--- src/design/bfpd_pkg.sv ---
package bfpd_pkg;
  // Memory-size variants
  localparam int VAR_64K  = 0;
  localparam int VAR_128K = 1;

  // Page geometry
  localparam int PAGE_WORDS_W = 7;
  localparam int PC_W_64K     = 16;
  localparam int PC_W_128K    = 17;
  localparam int PC_W_MAX     = 17;
  localparam int PAGE_W_MAX   = PC_W_MAX - PAGE_WORDS_W;

  // Boot start word addresses, 64K-word variant
  localparam logic [16:0] BOOT64_SZ3 = 17'h0FE00;
  localparam logic [16:0] BOOT64_SZ2 = 17'h0FC00;
  localparam logic [16:0] BOOT64_SZ1 = 17'h0F800;
  localparam logic [16:0] BOOT64_SZ0 = 17'h0F000;
  // Boot start word addresses, 128K-word variant
  localparam logic [16:0] BOOT128_SZ3 = 17'h1FE00;
  localparam logic [16:0] BOOT128_SZ2 = 17'h1FC00;
  localparam logic [16:0] BOOT128_SZ1 = 17'h1F800;
  localparam logic [16:0] BOOT128_SZ0 = 17'h1F000;
  // First word of the no-read-while-write region
  localparam logic [16:0] NRWW64_START  = 17'h0F000;
  localparam logic [16:0] NRWW128_START = 17'h1F000;

  // Self-programming command patterns, low five bits
  localparam logic [4:0] CMD_FILL  = 5'h01;
  localparam logic [4:0] CMD_ERASE = 5'h03;
  localparam logic [4:0] CMD_WRITE = 5'h05;
  localparam logic [4:0] CMD_LOCK  = 5'h09;
  localparam logic [4:0] CMD_REEN  = 5'h11;

  // AHB-Lite register offsets (byte addresses)
  localparam logic [7:0] REG_POINTER  = 8'h00;
  localparam logic [7:0] REG_EXT      = 8'h04;
  localparam logic [7:0] REG_CMD      = 8'h08;
  localparam logic [7:0] REG_STATUS   = 8'h0C;
  localparam logic [7:0] REG_DECODE   = 8'h10;
  localparam int         REG_ADDR_W   = 8;

  // Status bit positions
  localparam int ST_BUSY   = 0;
  localparam int ST_BOOT   = 1;
  localparam int ST_NO_READ_WHILE_WRITE_REGION   = 2;
  localparam int ST_ARMED  = 3;

  // AHB encodings
  localparam logic [1:0] HTRANS_NONSEQ = 2'h2;
  localparam logic [2:0] HSIZE_WORD    = 3'h2;

  // Decoded flash address
  typedef struct packed {
    logic [PAGE_W_MAX-1:0]   page_select;
    logic [PAGE_WORDS_W-1:0] word_select;
    logic                    byte_high;
    logic                    in_boot;
    logic                    in_no_read_while_write_region;
  } bfpd_addr_t;

  // AHB-Lite request
  typedef struct packed {
    logic        hsel;
    logic [31:0] haddr;
    logic [1:0]  htrans;
    logic        hwrite;
    logic [2:0]  hsize;
  } bfpd_ahb_req_t;

  // Command states
  typedef enum logic [1:0] {
    ST_IDLE   = 2'b00,
    ST_ARMED_S = 2'b01,
    ST_PROG   = 2'b10
  } bfpd_state_t;
endpackage

--- src/design/bfpd_decode.sv ---
`timescale 1ns/10ps
`default_nettype none
// Pure address decode: pointer to page/word and region flags
module bfpd_decode #(
  parameter int VARIANT = 0
) (
  input  wire logic [1:0]     i_boot_size_select,
  input  wire logic [15:0]    i_pointer,
  input  wire logic [1:0]     i_pointer_ext,
  output bfpd_pkg::bfpd_addr_t o_addr
);
  import bfpd_pkg::*;

  localparam int PC_W = (VARIANT == VAR_128K) ? PC_W_128K : PC_W_64K;

  if (VARIANT != VAR_64K && VARIANT != VAR_128K) begin : g_bad_variant
    $error("bfpd_decode: unsupported VARIANT");
  end

  // Boot start lookup, one table per variant
  function automatic logic [16:0] boot_start(input logic [1:0] sz);
    logic [16:0] r;
    r = '0;
    if (VARIANT == VAR_128K) begin
      case (sz)
        2'h3:    r = BOOT128_SZ3;
        2'h2:    r = BOOT128_SZ2;
        2'h1:    r = BOOT128_SZ1;
        default: r = BOOT128_SZ0;
      endcase
    end else begin
      case (sz)
        2'h3:    r = BOOT64_SZ3;
        2'h2:    r = BOOT64_SZ2;
        2'h1:    r = BOOT64_SZ1;
        default: r = BOOT64_SZ0;
      endcase
    end
    return r;
  endfunction

  // Full pointer with extension; bit 0 is the byte select
  wire logic [16:0] pc_full;
  wire logic [16:0] pc;
  wire logic [16:0] no_read_while_write_region_start;
  wire logic [16:0] page_base;

  assign pc_full    = {i_pointer_ext, i_pointer[15:1]};
  // 64K variant has 16 PC bits, so the top bit is forced low
  assign pc         = (PC_W == PC_W_128K) ? pc_full
                                          : {1'b0, pc_full[15:0]};
  assign no_read_while_write_region_start = (VARIANT == VAR_128K) ? NRWW128_START
                                            : NRWW64_START;
  assign page_base  = {pc[16:PAGE_WORDS_W], {PAGE_WORDS_W{1'b0}}};

  // Page/word split and region compare
  assign o_addr.page_select = pc[16:PAGE_WORDS_W];
  assign o_addr.word_select = pc[PAGE_WORDS_W-1:0];
  assign o_addr.byte_high   = i_pointer[0];
  assign o_addr.in_boot     = page_base >= boot_start(i_boot_size_select);
  assign o_addr.in_no_read_while_write_region     = page_base >= no_read_while_write_region_start;
endmodule
`default_nettype wire

--- src/design/bfpd_top.sv ---
// Register access over AHB-Lite and the placing of the registers were decided locally.
`timescale 1ns/10ps
`default_nettype none
// Behaviour
// - 64K variant: boot size select gives boot start FE00/FC00/F800/F000.
// - 128K variant: boot start 1FE00/1FC00/1F800/1F000, top of flash.
// - 64K variant: words 0x0000-0xEFFF are read-while-write region.
// - 64K variant: words 0xF000-0xFFFF are no-read-while-write region.
// - 128K variant: words 0x00000-0x1EFFF are read-while-write region.
// - 128K variant: words 0x1F000-0x1FFFF are no-read-while-write region.
// - Pages hold 128 words; PC bits 6:0 select the word.
// - 64K variant: 16-bit PC, bits 15:7 are page select.
// - 128K variant: 17-bit PC, bits 16:7 from pointer bits 17:8.
// - Pointer bits 7:1 select buffer word; zero during page write.
// - Pointer bit 0 zero for stores; byte select for program loads.
// - PC bit n comes from pointer bit n+1.
// - Pointer is 16 bits; bit 16 comes from extension register.
// - Only five listed command patterns accepted; others ignored.
// - Erase or write to read-while-write region sets busy flag.
module bfpd_top #(
  parameter int VARIANT   = 0,
  parameter int PROG_CYC  = 8
) (
  input  wire logic                   i_clk,
  input  wire logic                   i_sys_rst,
  input  wire logic                   i_ce,
  input  wire logic [1:0]             i_boot_size_select,
  input  wire logic                   i_hsel,
  input  wire logic [31:0]            i_haddr,
  input  wire logic [1:0]             i_htrans,
  input  wire logic                   i_hwrite,
  input  wire logic [2:0]             i_hsize,
  input  wire logic [31:0]            i_hwdata,
  input  wire logic                   i_hready,
  input  wire logic                   i_store_program,
  input  wire logic                   i_load_program_instruction,
  input  wire logic                   i_rww_access,
  output logic [31:0]                 o_hrdata,
  output logic                        o_hreadyout,
  output logic                        o_hresp,
  output logic [bfpd_pkg::PAGE_W_MAX-1:0]   o_page_select,
  output logic [bfpd_pkg::PAGE_WORDS_W-1:0] o_word_select,
  output logic                        o_byte_high,
  output logic                        o_in_boot,
  output logic                        o_in_no_read_while_write_region,
  output logic                        o_region_busy_flag,
  output logic                        o_rww_blocked,
  output logic                        o_erase_stb,
  output logic                        o_write_stb,
  output logic                        o_fill_stb,
  output logic                        o_lock_stb
);
  import bfpd_pkg::*;

  // Store must follow the command write within this many cycles
  localparam int ARM_CYC = 4;
  localparam int CNT_W   = 16;

  // Refuse parameter values the counter and decode cannot serve
  if (PROG_CYC < 1 || PROG_CYC > (2 ** CNT_W) - 1) begin : g_bad_prog_cyc
    $error("bfpd_top: PROG_CYC out of range");
  end
  if (VARIANT != VAR_64K && VARIANT != VAR_128K) begin : g_bad_variant
    $error("bfpd_top: unsupported VARIANT");
  end

  // Boot size pins are static straps from outside: two-stage sync
  // Reset value 11 picks the smallest boot section until the strap settles
  logic [1:0] boot_meta_r;
  logic [1:0] boot_sync_r;
  always_ff @(posedge i_clk) begin
    if (i_sys_rst) begin
      boot_meta_r <= 2'h3;
      boot_sync_r <= 2'h3;
    end else if (i_ce) begin
      boot_meta_r <= i_boot_size_select;
      boot_sync_r <= boot_meta_r;
    end
  end

  // Software-visible registers
  logic [15:0]       pointer_r;
  logic [1:0]        ext_r;
  logic [4:0]        cmd_r;
  logic              busy_r;
  bfpd_state_t       state_r;
  logic [CNT_W-1:0]  cnt_r;

  // Address phase capture
  logic              dp_valid_r;
  logic              dp_write_r;
  logic [REG_ADDR_W-1:0] dp_addr_r;

  bfpd_addr_t dec;

  bfpd_decode #(
    .VARIANT (VARIANT)
  ) u_decode (
    .i_boot_size_select (boot_sync_r),
    .i_pointer          (pointer_r),
    .i_pointer_ext      (ext_r),
    .o_addr             (dec)
  );

  // Extension holds pointer bits 16 and 17; the small part has no bit 17,
  // so that bit is held at zero there
  localparam logic [1:0] EXT_MASK = (VARIANT == VAR_128K) ? 2'h3
                                                          : 2'h1;

  // Bus decode
  // Narrow or misaligned transfers fall outside take and are dropped
  wire logic addr_ok;
  wire logic take;
  wire logic wr_ptr;
  wire logic wr_ext;
  wire logic wr_cmd;
  assign addr_ok = (i_hsize == HSIZE_WORD) && (i_haddr[1:0] == 2'h0);
  assign take    = i_hsel && i_hready && (i_htrans == HTRANS_NONSEQ)
                   && addr_ok;
  assign wr_ptr  = dp_valid_r && dp_write_r && (dp_addr_r == REG_POINTER);
  assign wr_ext  = dp_valid_r && dp_write_r && (dp_addr_r == REG_EXT);
  assign wr_cmd  = dp_valid_r && dp_write_r && (dp_addr_r == REG_CMD);

  // Only the five legal patterns are accepted
  wire logic cmd_legal;
  assign cmd_legal = (i_hwdata[4:0] == CMD_FILL)
                  || (i_hwdata[4:0] == CMD_ERASE)
                  || (i_hwdata[4:0] == CMD_WRITE)
                  || (i_hwdata[4:0] == CMD_LOCK)
                  || (i_hwdata[4:0] == CMD_REEN);
  // A command cannot be re-armed while programming runs
  wire logic cmd_take;
  assign cmd_take = wr_cmd && cmd_legal && (state_r != ST_PROG);

  // Store instruction executes the armed command
  wire logic exec;
  wire logic exec_erase;
  wire logic exec_write;
  wire logic exec_fill;
  wire logic exec_lock;
  wire logic exec_reen;
  assign exec       = i_store_program && (state_r == ST_ARMED_S);
  assign exec_erase = exec && (cmd_r == CMD_ERASE);
  assign exec_write = exec && (cmd_r == CMD_WRITE);
  assign exec_fill  = exec && (cmd_r == CMD_FILL);
  assign exec_lock  = exec && (cmd_r == CMD_LOCK);
  assign exec_reen  = exec && (cmd_r == CMD_REEN);

  // Programming into rww region raises busy
  wire logic prog_start;
  wire logic prog_done;
  assign prog_start = exec_erase || exec_write;
  assign prog_done  = (state_r == ST_PROG) && (cnt_r == CNT_W'(1));

  // One counter serves as arming window and programming timer,
  // which keeps each state and its timeout in step
  // Sequencer next state
  bfpd_state_t       state_nxt;
  logic [CNT_W-1:0]  cnt_nxt;
  always_comb begin
    state_nxt = state_r;
    cnt_nxt   = cnt_r;
    case (state_r)
      ST_IDLE: begin
        if (cmd_take) begin
          state_nxt = ST_ARMED_S;
          cnt_nxt   = CNT_W'(ARM_CYC);
        end
      end
      ST_ARMED_S: begin
        if (prog_start) begin
          state_nxt = ST_PROG;
          cnt_nxt   = CNT_W'(PROG_CYC);
        end else if (exec) begin
          state_nxt = ST_IDLE;
          cnt_nxt   = '0;
        end else if (cmd_take) begin
          cnt_nxt   = CNT_W'(ARM_CYC);
        end else if (cnt_r == CNT_W'(1)) begin
          // Arming window lapses without a store
          state_nxt = ST_IDLE;
          cnt_nxt   = '0;
        end else begin
          cnt_nxt   = cnt_r - CNT_W'(1);
        end
      end
      ST_PROG: begin
        if (prog_done) begin
          state_nxt = ST_IDLE;
          cnt_nxt   = '0;
        end else begin
          cnt_nxt   = cnt_r - CNT_W'(1);
        end
      end
      default: begin
        state_nxt = ST_IDLE;
        cnt_nxt   = '0;
      end
    endcase
  end

  // Busy: set wins over any clear in the same cycle
  // Fill and reenable both release the region; reenable is ignored
  // mid-program because the array is still busy then
  wire logic busy_set;
  wire logic busy_clr;
  wire logic busy_nxt;
  assign busy_set = prog_start && !dec.in_no_read_while_write_region;
  assign busy_clr = exec_fill || (exec_reen && state_r != ST_PROG);
  assign busy_nxt = busy_set | (busy_r & ~busy_clr);

  // Sequencer state
  always_ff @(posedge i_clk) begin
    if (i_sys_rst) begin
      state_r    <= ST_IDLE;
      cnt_r      <= '0;
      busy_r     <= 1'b0;
    end else if (i_ce) begin
      state_r    <= state_nxt;
      cnt_r      <= cnt_nxt;
      busy_r     <= busy_nxt;
    end
  end

  // Register writes
  always_ff @(posedge i_clk) begin
    if (i_sys_rst) begin
      pointer_r <= 16'h0000;
      ext_r     <= 2'h0;
      cmd_r     <= 5'h00;
    end else if (i_ce) begin
      if (wr_ptr)
        pointer_r <= i_hwdata[15:0];
      if (wr_ext)
        // Extension bits beyond the variant's address width stay zero
        ext_r <= i_hwdata[1:0] & EXT_MASK;
      if (cmd_take)
        cmd_r <= i_hwdata[4:0];
    end
  end

  // Address phase capture; slave is always ready
  // Capture holds while hready is low, so a stalled phase is kept
  always_ff @(posedge i_clk) begin
    if (i_sys_rst) begin
      dp_valid_r <= 1'b0;
      dp_write_r <= 1'b0;
      dp_addr_r  <= '0;
    end else if (i_ce) begin
      if (i_hready) begin
        dp_valid_r <= take;
        dp_write_r <= i_hwrite;
        dp_addr_r  <= i_haddr[REG_ADDR_W-1:0];
      end
    end
  end

  // Read mux, unmapped addresses read zero
  // Status and decode are live views, so a read right after a pointer
  // write already shows the new page
  wire logic [31:0] status_word;
  wire logic [31:0] decode_word;
  logic      [31:0] rd_mux;
  assign status_word = {28'h0000000, (state_r == ST_ARMED_S),
                        dec.in_no_read_while_write_region, dec.in_boot, busy_r};
  assign decode_word = {14'h0000, dec.page_select, dec.word_select,
                        dec.byte_high};
  always_comb begin
    case (dp_addr_r)
      REG_POINTER: rd_mux = {16'h0000, pointer_r};
      REG_EXT:     rd_mux = {30'h00000000, ext_r};
      REG_CMD:     rd_mux = {27'h0000000, cmd_r};
      REG_STATUS:  rd_mux = status_word;
      REG_DECODE:  rd_mux = decode_word;
      default:     rd_mux = 32'h00000000;
    endcase
  end

  assign o_hrdata    = rd_mux;
  assign o_hreadyout = 1'b1;
  assign o_hresp     = 1'b0;

  // Decoded address and flags to the flash array
  assign o_page_select = dec.page_select;
  assign o_word_select = dec.word_select;
  // Byte select matters only for program loads
  assign o_byte_high   = dec.byte_high & i_load_program_instruction;
  assign o_in_boot     = dec.in_boot;
  assign o_in_no_read_while_write_region     = dec.in_no_read_while_write_region;
  assign o_region_busy_flag = busy_r;
  assign o_rww_blocked = busy_r & i_rww_access;

  // One-cycle command strobes
  // Gated by the clock enable so a frozen block issues nothing
  assign o_erase_stb = exec_erase & i_ce;
  assign o_write_stb = exec_write & i_ce;
  assign o_fill_stb  = exec_fill & i_ce;
  assign o_lock_stb  = exec_lock & i_ce;
endmodule
`default_nettype wire

--- config.mk ---
export PLATFORM = sky130hd
export DESIGN_NAME = bfpd_top
export DESIGN_NICKNAME = d
export VERILOG_FILES = /design/src/design/bfpd_pkg.sv /design/src/design/bfpd_decode.sv /design/src/design/bfpd_top.sv
export SDC_FILE = /design/constraint.sdc
export NUM_CORES = 1
export LEC_CHECK = 0
export ABC_AREA = 1
export BUFFER_PORTS_ARGS = -buffer_cell sky130_fd_sc_hd__buf_4
export CORE_MARGIN = 1.5
export CORE_UTILIZATION = 44
export DETAILED_ROUTE_END_ITERATION = 8
export PLACE_DENSITY_LB_ADDON = 0.1
export SLEW_MARGIN = 0
export SYNTH_ARGS = -nofsm -noshare
export SYNTH_HDL_FRONTEND = slang
export SYNTH_SLANG_ARGS = --single-unit
--- constraint.sdc ---
create_clock -name i_clk -period 1.4 [get_ports i_clk]
set_input_delay 0.14 -clock i_clk [delete_from_list [all_inputs] [get_ports i_clk]]
set_output_delay 0.14 -clock i_clk [all_outputs]
set_load 0.02 [all_outputs]
Yosys cells after proc, flatten, opt, wreduce, memory -nomap -nowiden
Index checks and enable logic that the tools add are counted.
{ "op_classes": {"eq_ne": 27, "n_addsub": 1, "magnitude_cmp": 2, "bitwise": 9, "n_mux": 16, "n_reduce_logical": 35} }
{ "ops": {"columns": ["op", "count"], "rows": [
  ["2-to-1 mux 16 bit", 6],
  ["one-hot mux 17 bit (5 select lines)", 1],
  ["one-hot mux 16 bit (3 select lines)", 1],
  ["one-hot mux 12 bit (3 select lines)", 1],
  ["logical AND 1 bit", 19],
  ["equality test 16 x 1 -> 1 bit, second input constant", 1],
  ["equality test 8 x 4 -> 1 bit, second input constant", 2],
  [">= comparator 16 bit", 1],
  [">= comparator 16 bit, second input constant", 1],
  ["subtractor 16 x 1 -> 16 bit, second input constant", 1],
  ["2-to-1 mux 2 bit", 6],
  ["equality test 5 x 1 -> 1 bit, second input constant", 2],
  ["equality test 5 x 2 -> 1 bit, second input constant", 2],
  ["equality test 5 x 3 -> 1 bit, second input constant", 2],
  ["equality test 5 x 4 -> 1 bit, second input constant", 2],
  ["equality test 5 bit, second input constant", 2],
  ["AND reduction 2 bit", 5],
  ["equality test 2 bit, second input constant", 4],
  ["equality test 8 x 3 -> 1 bit, second input constant", 1],
  ["equality test 8 x 5 -> 1 bit, second input constant", 1],
  ["logical NOT 8 bit", 1],
  ["bitwise AND 1 bit", 7],
  ["logical OR 1 bit", 6],
  ["!= test 2 bit, second input constant", 3],
  ["10 further kinds", 12]
]} }
{ "word_totals": {"ff_bits": 55, "input_bits": 80, "elab_cells": 101, "out_inout_bits": 60} }

Longest topological paths before layout
Gate-level depths: netlist of run 1.
{ "logic_depth": {"word_depth": 11, "depth_mapped": 11, "ltp_nobuf": 10} }

By module
From an unflattened synthesis of run 1, not the netlist that was laid out.
{ "unflattened": {"hier_cells": 490, "area_unflattened_um2": 3325.7} }
{ "modules_own_cells": {"columns": ["mod", "seq_area_each_um2", "area_per_inst_um2", "instances", "cells_each"], "rows": [
  ["bfpd_top", 1101.1, 3064.2, 1, 448],
  ["bfpd_decode", 0.0, 261.5, 1, 42]
]} }

Least setup slack after synthesis of run 1
OpenSTA, ideal clock, no wires.
{ "synth_path": {"path_type": "register -> output", "from": "register ext_r[0]", "to": "output o_hrdata[1]", "path_stages_with_launch": 7, "required_ps": 1260, "arrival_ps": 2105, "slack_ps": -845, "path_cell_list": "dfxtp_1 > inv_1 > nor4_1 > inv_1 > a31oi_1 > nand2_1 > o211ai_1"} }
{ "synth_via": {"elab_chain_cells": 2} }
{ "synth_rtl": {"columns": ["item", "line_no", "source"], "rows": [
  ["start: declaration", "bfpd_top.sv:83", "logic [1:0] ext_r;"],
  ["start signal: assignment", "bfpd_top.sv:236", "ext_r <= i_hwdata[1:0] & EXT_MASK;"],
  [">= comparator 16 bit", "bfpd_decode.sv:60", "assign o_addr.in_boot = page_base >= boot_start(i_boot_size_select);"],
  ["net o_in_boot", "bfpd_top.sv:44", "output logic o_in_boot,"],
  ["one-hot mux 17 bit (5 select lines)", "bfpd_top.sv:269", "case (dp_addr_r)"],
  ["end: declaration", "bfpd_top.sv:38", "output logic [31:0] o_hrdata,"]
]} }
The timed path passes the listed nets, and every way through them passes these cells.

Final worst setup path of run 1
{ "layout_path": {"from": "register boot_sync_r[1]", "to": "output o_hrdata[1]"} }
{ "layout_via": {"elab_chain_cells": 4, "elab_cells_between_ends": 6} }
{ "layout_rtl": {"columns": ["item", "line_no", "source"], "rows": [
  ["start: declaration", "bfpd_top.sv:70", "logic [1:0] boot_sync_r;"],
  ["start signal: assignment", "bfpd_top.sv:77", "boot_sync_r <= boot_meta_r;"],
  ["equality test 2 x 1 -> 1 bit / equality test 2 bit (equally long branches)", "bfpd_decode.sv:32", "case (sz)"],
  ["one-hot mux 12 bit (3 select lines) (*)", "bfpd_decode.sv:32", null],
  [">= comparator 16 bit (*)", "bfpd_decode.sv:60", null],
  ["one-hot mux 17 bit (5 select lines) (*)", "bfpd_top.sv:269", null]
]} }
Mark *: on every way between the ends. The rest lies on a longest branch, timed or not.

==> qor.csv, run 1 <==
stage;metric;value;unit
hold_path;class of the worst hold path;in2reg;
yosys;post-synthesis cell area;0.00331;mm²
critical_path;highest fanout seen on the critical path;3;
sta;RSZ-0062 raised after global routing;true;
yosys;count of distinct cell types in the synthesized netlist;35;
sta;post-route setup slack;-0.451;ns
critical_path;worst reg2reg path depth;14;
cells_and_area;number of nets in the layout;733;
cells_and_area;Synth-to-Final Area Change;62.5;%
cells_and_area;Finished Cell Area;0.00539;mm²
floorplan;die span in y;89.8;µm
sta;Setup Skew;0.00738;ns
place;port buffer count;81;
sta;Final Max Slew Viols;0;
yosys;number of cells produced by synthesis;504;
floorplan;Chip Width;89.8;µm
detailed_routing;number of design-rule violations left by the first detailed-router iteration;208;
sta;final critical-path share of the clock period;1.32;
critical_path;worst reg2reg setup slack;-0.42;ns
detailed_routing;overall via count from detail_route;3837;
run_status;violations in the final reports;negative setup slack;
critical_path;list of cells traversed by the critical path;nand2_1 > inv_1 > ha_1 > nand4_1 > a31oi_4 > nand2_1 > o211ai_1 > buf_4;
critical_path;buffers plus inverters on the worst setup path;2;
sta;min Tclk post-route;1.85;ns
power_and_ir_drop;PD cells;580;mW/mm²
critical_path;r2r endpoint;cnt_r[4]$_SDFFE_PP0P_;
cts;CTS tree;yes;
cells_and_area;layout cell share with drive strength beyond 1;0.485;
cts;Clock Tree Root;sky130_fd_sc_hd__clkbuf_8;
critical_path;required time of the worst setup path;1.26;ns
yosys;share of flip-flops with an asynchronous set or reset;0;
power_and_ir_drop;Final Power;3.12;mW
yosys;adder-cell area share of the yosys netlist;0.0189;
grt;overall global routing resource usage;0.254;
cells_and_area;final core area utilization;0.743;
grt;wire length of the first global-routing pass;16.9;mm
cells_and_area;number of antenna repair diodes;0;
power_and_ir_drop;combinational group share of total power;0.192;
grt;number of antenna violations at the first check in global routing;0;
detailed_routing;WL met2;5.67;mm
grt;pin count of the biggest net entering global routing;31;
yosys;fraction of the yosys area taken by sequential cells;0.332;
detailed_routing;drt drc;0;
grt;sum of overflow across all layers after global routing;0;
critical_path;startpoint type of the worst setup path;flip-flop;
power_and_ir_drop;leak pwr;2.37;nW
place;total cell area at the placement stage;0.00433;mm²
grt;number of global-route vias before repair;3759;
detailed_routing;via density per instance;5.13;
critical_path;category of cells accounting for the largest share of critical-path delay;flip-flops;
cts;number of buffers created by CTS;5;
power_and_ir_drop;net switching power;0.919;mW
yosys;post-synthesis compound-gate area fraction;0.123;
cts;total clock sinks;55;
sta;Max Fclk;540;MHz
critical_path;CP max-delay cell;sky130_fd_sc_hd__dfxtp_2;
sta;sum of negative setup slack;-15.97;ns
place;GP Congestion;0.894;
floorplan;die area;0.00806;mm²
floorplan;Starting Density;0.457;
yosys;number of enable flip-flop cells after synthesis;0;
run_status;outcome;finished with violations;
detailed_routing;router iterations before antenna repair;5;
sta;final setup vio count;62;
detailed_routing;average wire per cell in the routed design;14.7;µm
detailed_routing;uppermost signal routing layer after detailed routing;met4;
critical_path;most common cell type on the critical path;sky130_fd_sc_hd__nand2_1;
floorplan;number of standard-cell rows in the floorplan;31;
floorplan;I/O pins;140;
detailed_routing;DRT antenna net count;0;
detailed_routing;wirelength, routed;11.0;mm
power_and_ir_drop;relative contribution of sequential cells to total power;0.515;
yosys;number of register bits inferred by synthesis;55;
place;detailed-placement wirelength estimate;6.86;mm
cts;clock-pin transition on the worst setup and hold timing paths;0.10;ns
power_and_ir_drop;worst ir drop on vdd;0.426;mV
critical_path;FF-to-FF Start;dp_addr_r[1]$_SDFFE_PP0P_;
cts;clock buffer depth;2;
cts;clock insertion delay at the later pin of the skew report;0.32;ns
cts;number of levels the H-tree was split into;2;
yosys;area share of and/or/nand/nor cells after synthesis;0.347;
yosys;Syn Area/Cell;6.58;µm²
yosys;xor/xnor share of the synthesized area;0.00529;
critical_path;logic depth of the worst setup path including buffers;8;
critical_path;endpoint of the most critical setup path;o_hrdata[1];
critical_path;Worst setup EP type;output port;
yosys;Main synth FF type;sky130_fd_sc_hd__dfxtp_1;
yosys;multiplexer fraction of the synthesized cell area;0;
yosys;Yosys warning total;0;
sta;count of endpoints failing hold in the final timing report;0;
critical_path;largest incremental delay on the critical path;0.35;ns
flow_run;# Max-Cap Violations;0;
floorplan;placeable core region;0.00725;mm²
critical_path;path type of the worst setup path;reg2out;
detailed_routing;sum of met3 wire segment lengths after detailed routing;673;µm
power_and_ir_drop;fraction of power spent switching nets;0.294;
sta;final hold slack;0.0359;ns
critical_path;crit path from;boot_sync_r[1]$_SDFFE_PP1P_;
yosys;main combinational cell family by area after synthesis;simple AND/OR/NAND/NOR gates;
power_and_ir_drop;internal power;2.20;mW
power_and_ir_drop;clock share of power;0.292;
detailed_routing;met1 wire length;4.50;mm
critical_path;Worst EP arrival;1.71;ns
==> stage by stage <==
stage	instances	setup WS (ns)
floorplan	520	-0.185
global placement	715	-0.118
detailed placement	715	-0.136
CTS	743	-0.448
global route	748	-0.527
finish	748	-0.451
==> cell usage after synthesis (4+ instances only) <==
library cell	count	area, µm²
sky130_fd_sc_hd__inv_1	56	210
sky130_fd_sc_hd__nand3b_1	6	45.0
sky130_fd_sc_hd__ha_1	5	62.6
sky130_fd_sc_hd__dfxtp_1	55	1100
sky130_fd_sc_hd__inv_2	4	15.0
sky130_fd_sc_hd__a21oi_1	33	165
sky130_fd_sc_hd__nor2_1	79	297
sky130_fd_sc_hd__nand2_1	97	364
sky130_fd_sc_hd__nand4_1	7	43.8
sky130_fd_sc_hd__buf_4	35	263
sky130_fd_sc_hd__nand3_1	29	145
sky130_fd_sc_hd__o21ai_0	36	180
sky130_fd_sc_hd__clkbuf_1	8	30.0
sky130_fd_sc_hd__nor3_1	20	100
==> registers in the layout, indices dropped and copies added (netlist names) <==
signal / count
state_r: 2
cnt_r: 16
dp_valid_r: 1
boot_sync_r: 2
dp_write_r: 1
pointer_r: 16
boot_meta_r: 2
cmd_r: 5
dp_addr_r: 8
o_region_busy_flag: 1
ext_r: 1
==> layer usage <==
layer  global-route usage  up-vias
li1                     -     1862
met5                    0        -
met1                0.302     1812
met3               0.0508       19
met2                0.468      144
met4               0.0595        0
==> worst register-to-register path: cells and delay by family, from the launching register on <==
kind	cells	cell delay, ns
simple gates	9	0.82
flops	1	0.34
buf+inv	5	0.60
==> layout by cell type, fill, tap and decap left out, drive strengths merged, types with 18 or more instances in the layout <==
cell type	count
dfxtp	55
nand3	30
buf	169
a21oi	34
nor2	84
nor3	20
conb	18
nand2	101
o21ai	37
inv	60
==> how the worst min path moves through the flow <==
stage	start	end	cells after the start
3_5_place_dp	i_boot_size_select[0]	boot_meta_r[0]$_SDFFE_PP1P_	3
6_report	i_boot_size_select[0]	boot_meta_r[0]$_SDFFE_PP1P_	3
5_1_grt	i_boot_size_select[0]	boot_meta_r[0]$_SDFFE_PP1P_	3
3_3_place_gp	i_boot_size_select[0]	boot_meta_r[0]$_SDFFE_PP1P_	3
4_1_cts	i_hwdata[13]	pointer_r[13]$_SDFFE_PP0P_	3
2_1_floorplan	i_boot_size_select[0]	boot_meta_r[0]$_SDFFE_PP1P_	2
==> cell families after synthesis <==
kind of cell,after synthesis
other,2
xor gates and xnor gates,2
AOI/OAI and AO/OA,76
DFF,55
adders and majority gates,5
buffers and inverters,110
and+or+nand+nor,254
==> repair_timing <==
item / CTS / global route
hold buffers: 0 / 0
endpoints found under the setup margin: 55 / 63
gates cloned: 6 / 0
setup buffers: 14 / 6
gates resized for setup: 151 / 70
pin swaps: 41 / 39
==> area by class of cell <==
type | count | area (µm²)
repair buffers | 169 | 1510
inverters | 61 | 244
clock inverters | 2 | 12.5
clock buffers | 6 | 72.6
well taps | 99 | 124
multi-input cells | 356 | 2290
fillers | 554 | 1870
flip-flops and latches | 55 | 1130
==> power groups by stage <==
stage | registers [mW] | clock network (mW) | logic (mW)
2_1_floorplan | 1.64 | 0 | 0.232
3_3_place_gp | 1.64 | 0 | 0.365
3_5_place_dp | 1.64 | 0 | 0.368
4_1_cts | 1.61 | 0.932 | 0.567
5_1_grt | 1.61 | 0.995 | 0.640
6_report | 1.61 | 0.913 | 0.601
No activity file was read; power rests on OpenSTA's default activity.
==> inputs of run 2 (changes only) <==
--- a/config.mk
+++ b/config.mk
@@ -5,10 +5,9 @@
 export SDC_FILE = /design/constraint.sdc
 export NUM_CORES = 1
 export LEC_CHECK = 0
-export ABC_AREA = 1
 export BUFFER_PORTS_ARGS = -buffer_cell sky130_fd_sc_hd__buf_4
 export CORE_MARGIN = 1.5
-export CORE_UTILIZATION = 44
+export CORE_UTILIZATION = 43
 export DETAILED_ROUTE_END_ITERATION = 8
 export PLACE_DENSITY_LB_ADDON = 0.1
 export SLEW_MARGIN = 0
==> qor.csv, run 2 <==
stage;metric;value;unit;change
cts;CTS tree;yes;;unchanged
grt;met3 global-route usage;0.0410;;was 0.0508
yosys;Main synth FF type;sky130_fd_sc_hd__dfxtp_1;;unchanged
grt;most utilized layer in the global route result;met2;;unchanged
detailed_routing;via density per instance;5.19;;was 5.13
yosys;number of enable flip-flop cells after synthesis;0;;unchanged
detailed_routing;DRT antenna net count;0;;unchanged
detailed_routing;router iterations before antenna repair;4;;was 5
cts;clock-pin transition on the worst setup and hold timing paths;0.10;ns;about the same
yosys;xor/xnor share of the synthesized area;0.00840;;was 0.00529
yosys;post-synthesis compound-gate area fraction;0.140;;was 0.123
critical_path;highest fanout seen on the critical path;5;;was 3
yosys;Syn Area/Cell;8.38;µm²;was 6.58 µm²
grt;met2 Resource Use GR;0.410;;was 0.468
detailed_routing;number of design-rule violations left by the first detailed-router iteration;146;;was 208
yosys;commonest cells in the netlist;sky130_fd_sc_hd__dfxtp_1, sky130_fd_sc_hd__nand2_1, sky130_fd_sc_hd__nor2_1, sky130_fd_sc_hd__buf_4, sky130_fd_sc_hd__mux2i_1;;was sky130_fd_sc_hd__nand2_1, sky130_fd_sc_hd__nor2_1, sky130_fd_sc_hd__inv_1, sky130_fd_sc_hd__dfxtp_1, sky130_fd_sc_hd__o21ai_0
cells_and_area;final core area utilization;0.742;;was 0.743
run_status;outcome;finished with violations;;unchanged
cells_and_area;layout cell share with drive strength beyond 1;0.549;;was 0.485
cts;number of buffers created by CTS;5;;unchanged
yosys;share of flip-flops with an asynchronous set or reset;0;;unchanged
sta;final hold slack;0.0371;ns;was 0.0359 ns
yosys;multiplexer fraction of the synthesized cell area;0.0768;;was 0
detailed_routing;drt drc;0;;unchanged
cts;number of levels the H-tree was split into;2;;unchanged
yosys;post-synthesis cell area;0.00313;mm²;was 0.00331 mm²
grt;global routing met1 resource utilization;0.297;;was 0.302
floorplan;number of standard-cell rows in the floorplan;30;;was 31
power_and_ir_drop;PD cells;582;mW/mm²;was 580 mW/mm²
cells_and_area;leading registers by flop count;cnt_r (16), pointer_r (16), dp_addr_r (8);;unchanged
floorplan;die area;0.00779;mm²;was 0.00806 mm²
grt;number of antenna violations at the first check in global routing;0;;unchanged
cells_and_area;leading cell types in the layout, fill and taps excluded;sky130_fd_sc_hd__buf_4, sky130_fd_sc_hd__dfxtp_1, sky130_fd_sc_hd__nand2_1, sky130_fd_sc_hd__buf_6, sky130_fd_sc_hd__nor2_1;;was sky130_fd_sc_hd__buf_4, sky130_fd_sc_hd__nand2_1, sky130_fd_sc_hd__nor2_1
sta;Final Max Slew Viols;0;;unchanged
critical_path;startpoint type of the worst setup path;flip-flop;;unchanged
floorplan;die span in y;88.3;µm;was 89.8 µm
flow_run;# Max-Cap Violations;0;;unchanged
cts;hold_buf cts;0;;unchanged
floorplan;I/O pins;140;;unchanged
yosys;fraction of the yosys area taken by sequential cells;0.352;;was 0.332
place;detailed-placement wirelength estimate;6.32;mm;was 6.86 mm
sta;final critical-path share of the clock period;1.59;;was 1.32
place;GP Congestion;0.823;;was 0.894
cells_and_area;fill cell count;524;;was 554
sta;sum of negative setup slack;-39.38;ns;was -15.97 ns
cts;clock buffer depth;2;;unchanged
sta;final setup vio count;64;;was 62
critical_path;path type of the worst setup path;reg2out;;unchanged
critical_path;Worst setup EP type;output port;;unchanged
place;post-place setup slack;-0.545;ns;was -0.136 ns
yosys;dominant cell type by area after synthesis;sky130_fd_sc_hd__dfxtp_1;;unchanged
cts;total clock sinks;55;;unchanged
yosys;biggest area contributors in the synthesized netlist;sky130_fd_sc_hd__dfxtp_1, sky130_fd_sc_hd__buf_4, sky130_fd_sc_hd__mux2i_1;;was sky130_fd_sc_hd__dfxtp_1, sky130_fd_sc_hd__nand2_1, sky130_fd_sc_hd__nor2_1
critical_path;required time of the worst setup path;1.26;ns;about the same
yosys;main combinational cell family by area after synthesis;simple AND/OR/NAND/NOR gates;;unchanged
detailed_routing;overall via count from detail_route;3267;;was 3837
hold_path;class of the worst hold path;in2reg;;unchanged
cells_and_area;number of nets in the layout;618;;was 733
cells_and_area;number of antenna repair diodes;0;;unchanged
cells_and_area;most common cell after layout, fill and taps aside;sky130_fd_sc_hd__buf_4;;unchanged
detailed_routing;wirelength, routed;9.87;mm;was 11.0 mm
power_and_ir_drop;Final Power;2.98;mW;was 3.12 mW
sta;count of endpoints failing hold in the final timing report;0;;unchanged
sta;Max Fclk;450;MHz;was 540 MHz
grt;pin count of the biggest net entering global routing;32;;was 31
run_status;violations in the final reports;negative setup slack;;unchanged
cts;clock insertion delay at the later pin of the skew report;0.32;ns;about the same
yosys;adder-cell area share of the yosys netlist;0.0200;;was 0.0189
sta;RSZ-0062 raised after global routing;true;;unchanged
cts;Clock Tree Root;sky130_fd_sc_hd__clkbuf_8;;unchanged
floorplan;Starting Density;0.453;;was 0.457
cells_and_area;multi-input gate area in the final layout;0.00218;mm²;was 0.00229 mm²
yosys;fraction of synthesized cell area taken by the top area cell type;0.352;;was 0.332
yosys;number of register bits inferred by synthesis;55;;unchanged
yosys;number of cells produced by synthesis;373;;was 504
power_and_ir_drop;worst ir drop on vdd;0.429;mV;was 0.426 mV
cells_and_area;Synth-to-Final Area Change;63.9;%;was 62.5%
detailed_routing;average wire per cell in the routed design;15.7;µm;was 14.7 µm
grt;wire length of the first global-routing pass;14.5;mm;was 16.9 mm
sta;Setup Skew;0.0150;ns;was 0.00738 ns
sta;post-route setup slack;-0.821;ns;was -0.451 ns
floorplan;placeable core region;0.00691;mm²;was 0.00725 mm²
place;port buffer count;81;;unchanged
cells_and_area;Reg area;0.00113;mm²;unchanged
yosys;Yosys warning total;0;;unchanged
critical_path;Worst EP arrival;2.08;ns;was 1.71 ns
sta;min Tclk post-route;2.22;ns;was 1.85 ns
floorplan;Chip Width;88.3;µm;was 89.8 µm
grt;overall global routing resource usage;0.236;;was 0.254
grt;number of global-route vias before repair;3073;;was 3759
yosys;count of distinct cell types in the synthesized netlist;52;;was 35
yosys;cell with the most instances after synthesis;sky130_fd_sc_hd__dfxtp_1;;was sky130_fd_sc_hd__nand2_1
grt;sum of overflow across all layers after global routing;0;;unchanged
power_and_ir_drop;leak pwr;2.25;nW;was 2.37 nW
yosys;area share of and/or/nand/nor cells after synthesis;0.278;;was 0.347
run 2: cell count changes in the layout (fill, tap and decap cells not counted), sizes merged, moves of 8 or more:
cell and change:
nor2 -49, a21oi -15, and2 +15, or4 +9
nand3 -20, a211oi +11, nand2 -63, buf +16
mux2i +24, o31ai +8, inv -48, o21ai -24
nor3 -15
run 2: per-layer routing:
layer / vias up / wire (µm)
li1: 1605 / -
met1: 1565 / 4210
met2: 79 / 5080
met3: 18 / 349
met4: 0 / 233
met5: - / 0
run 2: repair_timing:
action                     4_1_cts  5_1_grt
pin swaps                       35       35
resized for setup               82       56
gates cloned                     0        3
setup buffers                   16        8
setup endpoints to repair       64       64
run 2: cell families after synthesis:
| family | count (synthesis) |
|---|---|
| other cells | 2 |
| simple gates | 157 |
| buf+inv | 61 |
| compound gates | 66 |
| fa+ha+maj | 5 |
| mux | 24 |
| xor+xnor | 3 |
| flops | 55 |
run 2: worst paths after layout:
| kind | cells past startpoint | startpoint | end | slack (ns) |
|---|---|---|---|---|
| max reg2reg | 8 | dp_addr_r[1]$_SDFFE_PP0P_ | pointer_r[1]$_SDFFE_PP0P_ | -0.81 |
| min reg2reg | 2 | boot_meta_r[0]$_SDFFE_PP1P_ | boot_meta_r[0]$_SDFFE_PP1P_ | 0.49 |
| min | 3 | i_boot_size_select[1] | boot_meta_r[1]$_SDFFE_PP1P_ | 0.04 |
| max | 7 | dp_addr_r[1]$_SDFFE_PP0P_ | o_hrdata[1] | -0.82 |
run 2: layout make-up:
cell class                 count  share of cell area
multi-input combinational    273               0.425
sequential                    55               0.220
tap                           96              0.0234
clock inverter                 1            0.000976
inverter                      12             0.00879
timing repair buffer         186               0.307
clock buffer                   7              0.0149
run 2: through the flow:
stage                     area, µm²  instances
after floorplan                3280        389
after global placement         4270        597
after detailed placement       4270        597
after CTS                      4830        620
after global routing           5130        630
final                          5130        630
run 2: report_power, final:
part           internal (mW)  switching, mW
combinational          0.230          0.266
clock                  0.354          0.538
sequential              1.58         0.0138
total                   2.16          0.817
run 2: critical path, stage by stage, from the launching register on:
cell                      delay, ns
sky130_fd_sc_hd__dfxtp_2       0.33
sky130_fd_sc_hd__or4_4         0.60
sky130_fd_sc_hd__nor4_4        0.20
sky130_fd_sc_hd__buf_4         0.20
sky130_fd_sc_hd__buf_6         0.13
sky130_fd_sc_hd__a22oi_2       0.09
sky130_fd_sc_hd__o31ai_4       0.07
sky130_fd_sc_hd__buf_6         0.15
==> inputs of run 3 (changes only) <==
--- a/config.mk
+++ b/config.mk
@@ -7,7 +7,7 @@
 export LEC_CHECK = 0
 export BUFFER_PORTS_ARGS = -buffer_cell sky130_fd_sc_hd__buf_4
 export CORE_MARGIN = 1.5
-export CORE_UTILIZATION = 43
+export CORE_UTILIZATION = 40
 export DETAILED_ROUTE_END_ITERATION = 8
 export PLACE_DENSITY_LB_ADDON = 0.1
 export SLEW_MARGIN = 0
==> qor.csv, run 3 (synthesized netlist as in run 2, its figures left out) <==
stage;metric;value;unit;change
cts;number of buffers created by CTS;5;;unchanged
cts;total clock sinks;55;;unchanged
cells_and_area;number of nets in the layout;610;;was 618
cells_and_area;leading registers by flop count;cnt_r (16), pointer_r (16), dp_addr_r (8);;unchanged
place;detailed-placement wirelength estimate;6.05;mm;was 6.32 mm
grt;global routing met1 resource utilization;0.281;;was 0.297
floorplan;die span in y;91.4;µm;was 88.3 µm
grt;wire length of the first global-routing pass;15.1;mm;was 14.5 mm
critical_path;worst reg2reg setup slack;-0.69;ns;was -0.81 ns
floorplan;I/O pins;140;;unchanged
cts;number of levels the H-tree was split into;2;;unchanged
cts;clock buffer depth;2;;unchanged
floorplan;placeable core region;0.00765;mm²;was 0.00691 mm²
power_and_ir_drop;internal power;2.35;mW;was 2.16 mW
cells_and_area;most common cell after layout, fill and taps aside;sky130_fd_sc_hd__buf_4;;unchanged
grt;met3 global-route usage;0.0285;;was 0.0410
detailed_routing;drt drc;0;;unchanged
sta;final hold slack;0.0453;ns;was 0.0371 ns
place;GP Congestion;0.886;;was 0.823
floorplan;Starting Density;0.409;;was 0.453
cells_and_area;leading cell types in the layout, fill and taps excluded;sky130_fd_sc_hd__buf_4, sky130_fd_sc_hd__dfxtp_1, sky130_fd_sc_hd__buf_6;;was sky130_fd_sc_hd__buf_4, sky130_fd_sc_hd__dfxtp_1, sky130_fd_sc_hd__nand2_1, sky130_fd_sc_hd__buf_6, sky130_fd_sc_hd__nor2_1
detailed_routing;via density per instance;5.07;;was 5.19
sta;final critical-path share of the clock period;1.53;;was 1.59
sta;count of endpoints failing hold in the final timing report;0;;unchanged
detailed_routing;overall via count from detail_route;3179;;was 3267
sta;Max Fclk;467;MHz;was 450 MHz
power_and_ir_drop;clock share of power;0.329;;was 0.299
cts;CTS tree;yes;;unchanged
critical_path;endpoint of the most critical setup path;o_hrdata[1];;unchanged
grt;number of antenna violations at the first check in global routing;0;;unchanged
sta;final setup vio count;63;;was 64
detailed_routing;DRT antenna net count;0;;unchanged
cells_and_area;number of antenna repair diodes;0;;unchanged
cells_and_area;fin cells;627;;was 630
grt;met2 Resource Use GR;0.383;;was 0.410
critical_path;r2r endpoint;pointer_r[9]$_SDFFE_PP0P_;;was pointer_r[1]$_SDFFE_PP0P_
cts;clock-pin transition on the worst setup and hold timing paths;0.10;ns;about the same
place;port buffer count;81;;unchanged
critical_path;startpoint type of the worst setup path;flip-flop;;unchanged
detailed_routing;number of design-rule violations left by the first detailed-router iteration;109;;was 146
place;total cell area at the placement stage;0.00426;mm²;was 0.00427 mm²
critical_path;FF-to-FF Start;dp_addr_r[0]$_SDFFE_PP0P_;;was dp_addr_r[1]$_SDFFE_PP0P_
run_status;violations in the final reports;negative setup slack;;unchanged
power_and_ir_drop;leak pwr;2.20;nW;was 2.25 nW
cells_and_area;Reg area;0.00112;mm²;was 0.00113 mm²
critical_path;required time of the worst setup path;1.26;ns;about the same
floorplan;die area;0.00836;mm²;was 0.00779 mm²
cts;Clock Tree Root;sky130_fd_sc_hd__clkbuf_8;;unchanged
power_and_ir_drop;fraction of power spent switching nets;0.244;;was 0.274
grt;sum of overflow across all layers after global routing;0;;unchanged
critical_path;path type of the worst setup path;reg2out;;unchanged
cells_and_area;fill cell count;627;;was 524
detailed_routing;router iterations before antenna repair;4;;unchanged
grt;number of global-route vias before repair;3140;;was 3073
critical_path;Worst EP arrival;2.00;ns;was 2.08 ns
flow_run;# Max-Cap Violations;0;;unchanged
cts;clock insertion delay at the later pin of the skew report;0.31;ns;was 0.32 ns
floorplan;number of standard-cell rows in the floorplan;32;;was 30
grt;overall global routing resource usage;0.220;;was 0.236
sta;Setup Skew;0.00966;ns;was 0.0150 ns
cells_and_area;layout cell share with drive strength beyond 1;0.533;;was 0.549
critical_path;highest fanout seen on the critical path;5;;unchanged
power_and_ir_drop;net switching power;0.761;mW;was 0.818 mW
power_and_ir_drop;PD cells;611;mW/mm²;was 582 mW/mm²
place;Post-Place Cells;597;;unchanged
power_and_ir_drop;combinational group share of total power;0.159;;was 0.166
power_and_ir_drop;worst ir drop on vdd;0.369;mV;was 0.429 mV
sta;min Tclk post-route;2.14;ns;was 2.22 ns
sta;RSZ-0062 raised after global routing;true;;unchanged
hold_path;class of the worst hold path;in2reg;;unchanged
run_status;outcome;finished with violations;;unchanged
critical_path;crit path from;dp_addr_r[0]$_SDFFE_PP0P_;;was dp_addr_r[1]$_SDFFE_PP0P_
sta;post-route setup slack;-0.741;ns;was -0.821 ns
floorplan;Chip Width;91.4;µm;was 88.3 µm
cells_and_area;multi-input gate area in the final layout;0.00217;mm²;was 0.00218 mm²
power_and_ir_drop;relative contribution of sequential cells to total power;0.512;;was 0.535
sta;Final Max Slew Viols;0;;unchanged
detailed_routing;wirelength, routed;8.98;mm;was 9.87 mm
critical_path;Worst setup EP type;output port;;unchanged
cells_and_area;Synth-to-Final Area Change;63.0;%;was 63.9%
detailed_routing;average wire per cell in the routed design;14.3;µm;was 15.7 µm
grt;pin count of the biggest net entering global routing;31;;was 32
cells_and_area;Finished Cell Area;0.00510;mm²;was 0.00513 mm²
critical_path;worst reg2reg path depth;7;;was 8
grt;most utilized layer in the global route result;met2;;unchanged
-- run 3: what timing repair did --
item	4_1_cts	5_1_grt
setup endpoints to repair	63	64
setup buffers	22	4
gates resized for setup	98	33
pin swaps	26	24
cloned	2	0
hold buffers	0	0
-- run 3: metal layers --
layer / vias up / wire, µm
li1: 1587 / -
met1: 1514 / 3980
met2: 69 / 4570
met3: 9 / 320
met4: 0 / 117
met5: - / 0
-- run 3: how the worst min path moves through the flow --
stage          cells past startpoint                     endpoint                  start  slack [ns]
5_1_grt                            3  boot_meta_r[1]$_SDFFE_PP1P_  i_boot_size_select[1]        0.05
3_5_place_dp                       3  boot_meta_r[1]$_SDFFE_PP1P_  i_boot_size_select[1]        0.36
6_report                           3  boot_meta_r[1]$_SDFFE_PP1P_  i_boot_size_select[1]        0.05
3_3_place_gp                       3  boot_meta_r[1]$_SDFFE_PP1P_  i_boot_size_select[1]        0.36
4_1_cts                            3  boot_meta_r[1]$_SDFFE_PP1P_  i_boot_size_select[1]        0.04
2_1_floorplan                      2  boot_meta_r[0]$_SDFFE_PP1P_  i_boot_size_select[0]        0.27
-- run 3: cell type report --
| type | count | share of cell area |
|---|---|---|
| Clock buffer | 6 | 0.0142 |
| Sequential cell | 55 | 0.219 |
| Clock inverter | 1 | 0.00589 |
| Timing Repair Buffer | 178 | 0.301 |
| Tap cell | 102 | 0.0250 |
| Inverter | 12 | 0.00884 |
| Multi-Input combinational cell | 273 | 0.425 |
-- run 3: stage by stage --
stage / util / setup TNS (ns) / power (mW) / setup slack, ns
final: 0.666 / -35.07 / 3.11 / -0.741
after global routing: 0.666 / -40.58 / 3.26 / -0.829
after CTS: 0.647 / -34.14 / 3.14 / -0.739
after detailed placement: 0.556 / -26.02 / 1.99 / -0.586
after global placement: 0.556 / -25.09 / 1.99 / -0.556
after floorplan: - / -24.16 / 1.85 / -0.626
-- run 3: worst max-delay path, cell delays in order, from the launching register on --
cell	delay, ns
sky130_fd_sc_hd__dfxtp_2	0.33
sky130_fd_sc_hd__or4_4	0.59
sky130_fd_sc_hd__nor4_4	0.19
sky130_fd_sc_hd__buf_6	0.19
sky130_fd_sc_hd__a22oi_1	0.13
sky130_fd_sc_hd__o31ai_4	0.09
sky130_fd_sc_hd__buf_6	0.16
-- run 3: power by group through the flow --
stage,Clock (mW),Sequential [mW],Combinational (mW)
finish,1.02,1.60,0.494
global route,1.13,1.60,0.530
CTS,1.07,1.60,0.472
detailed placement,0,1.63,0.362
global placement,0,1.63,0.360
floorplan,0,1.64,0.211
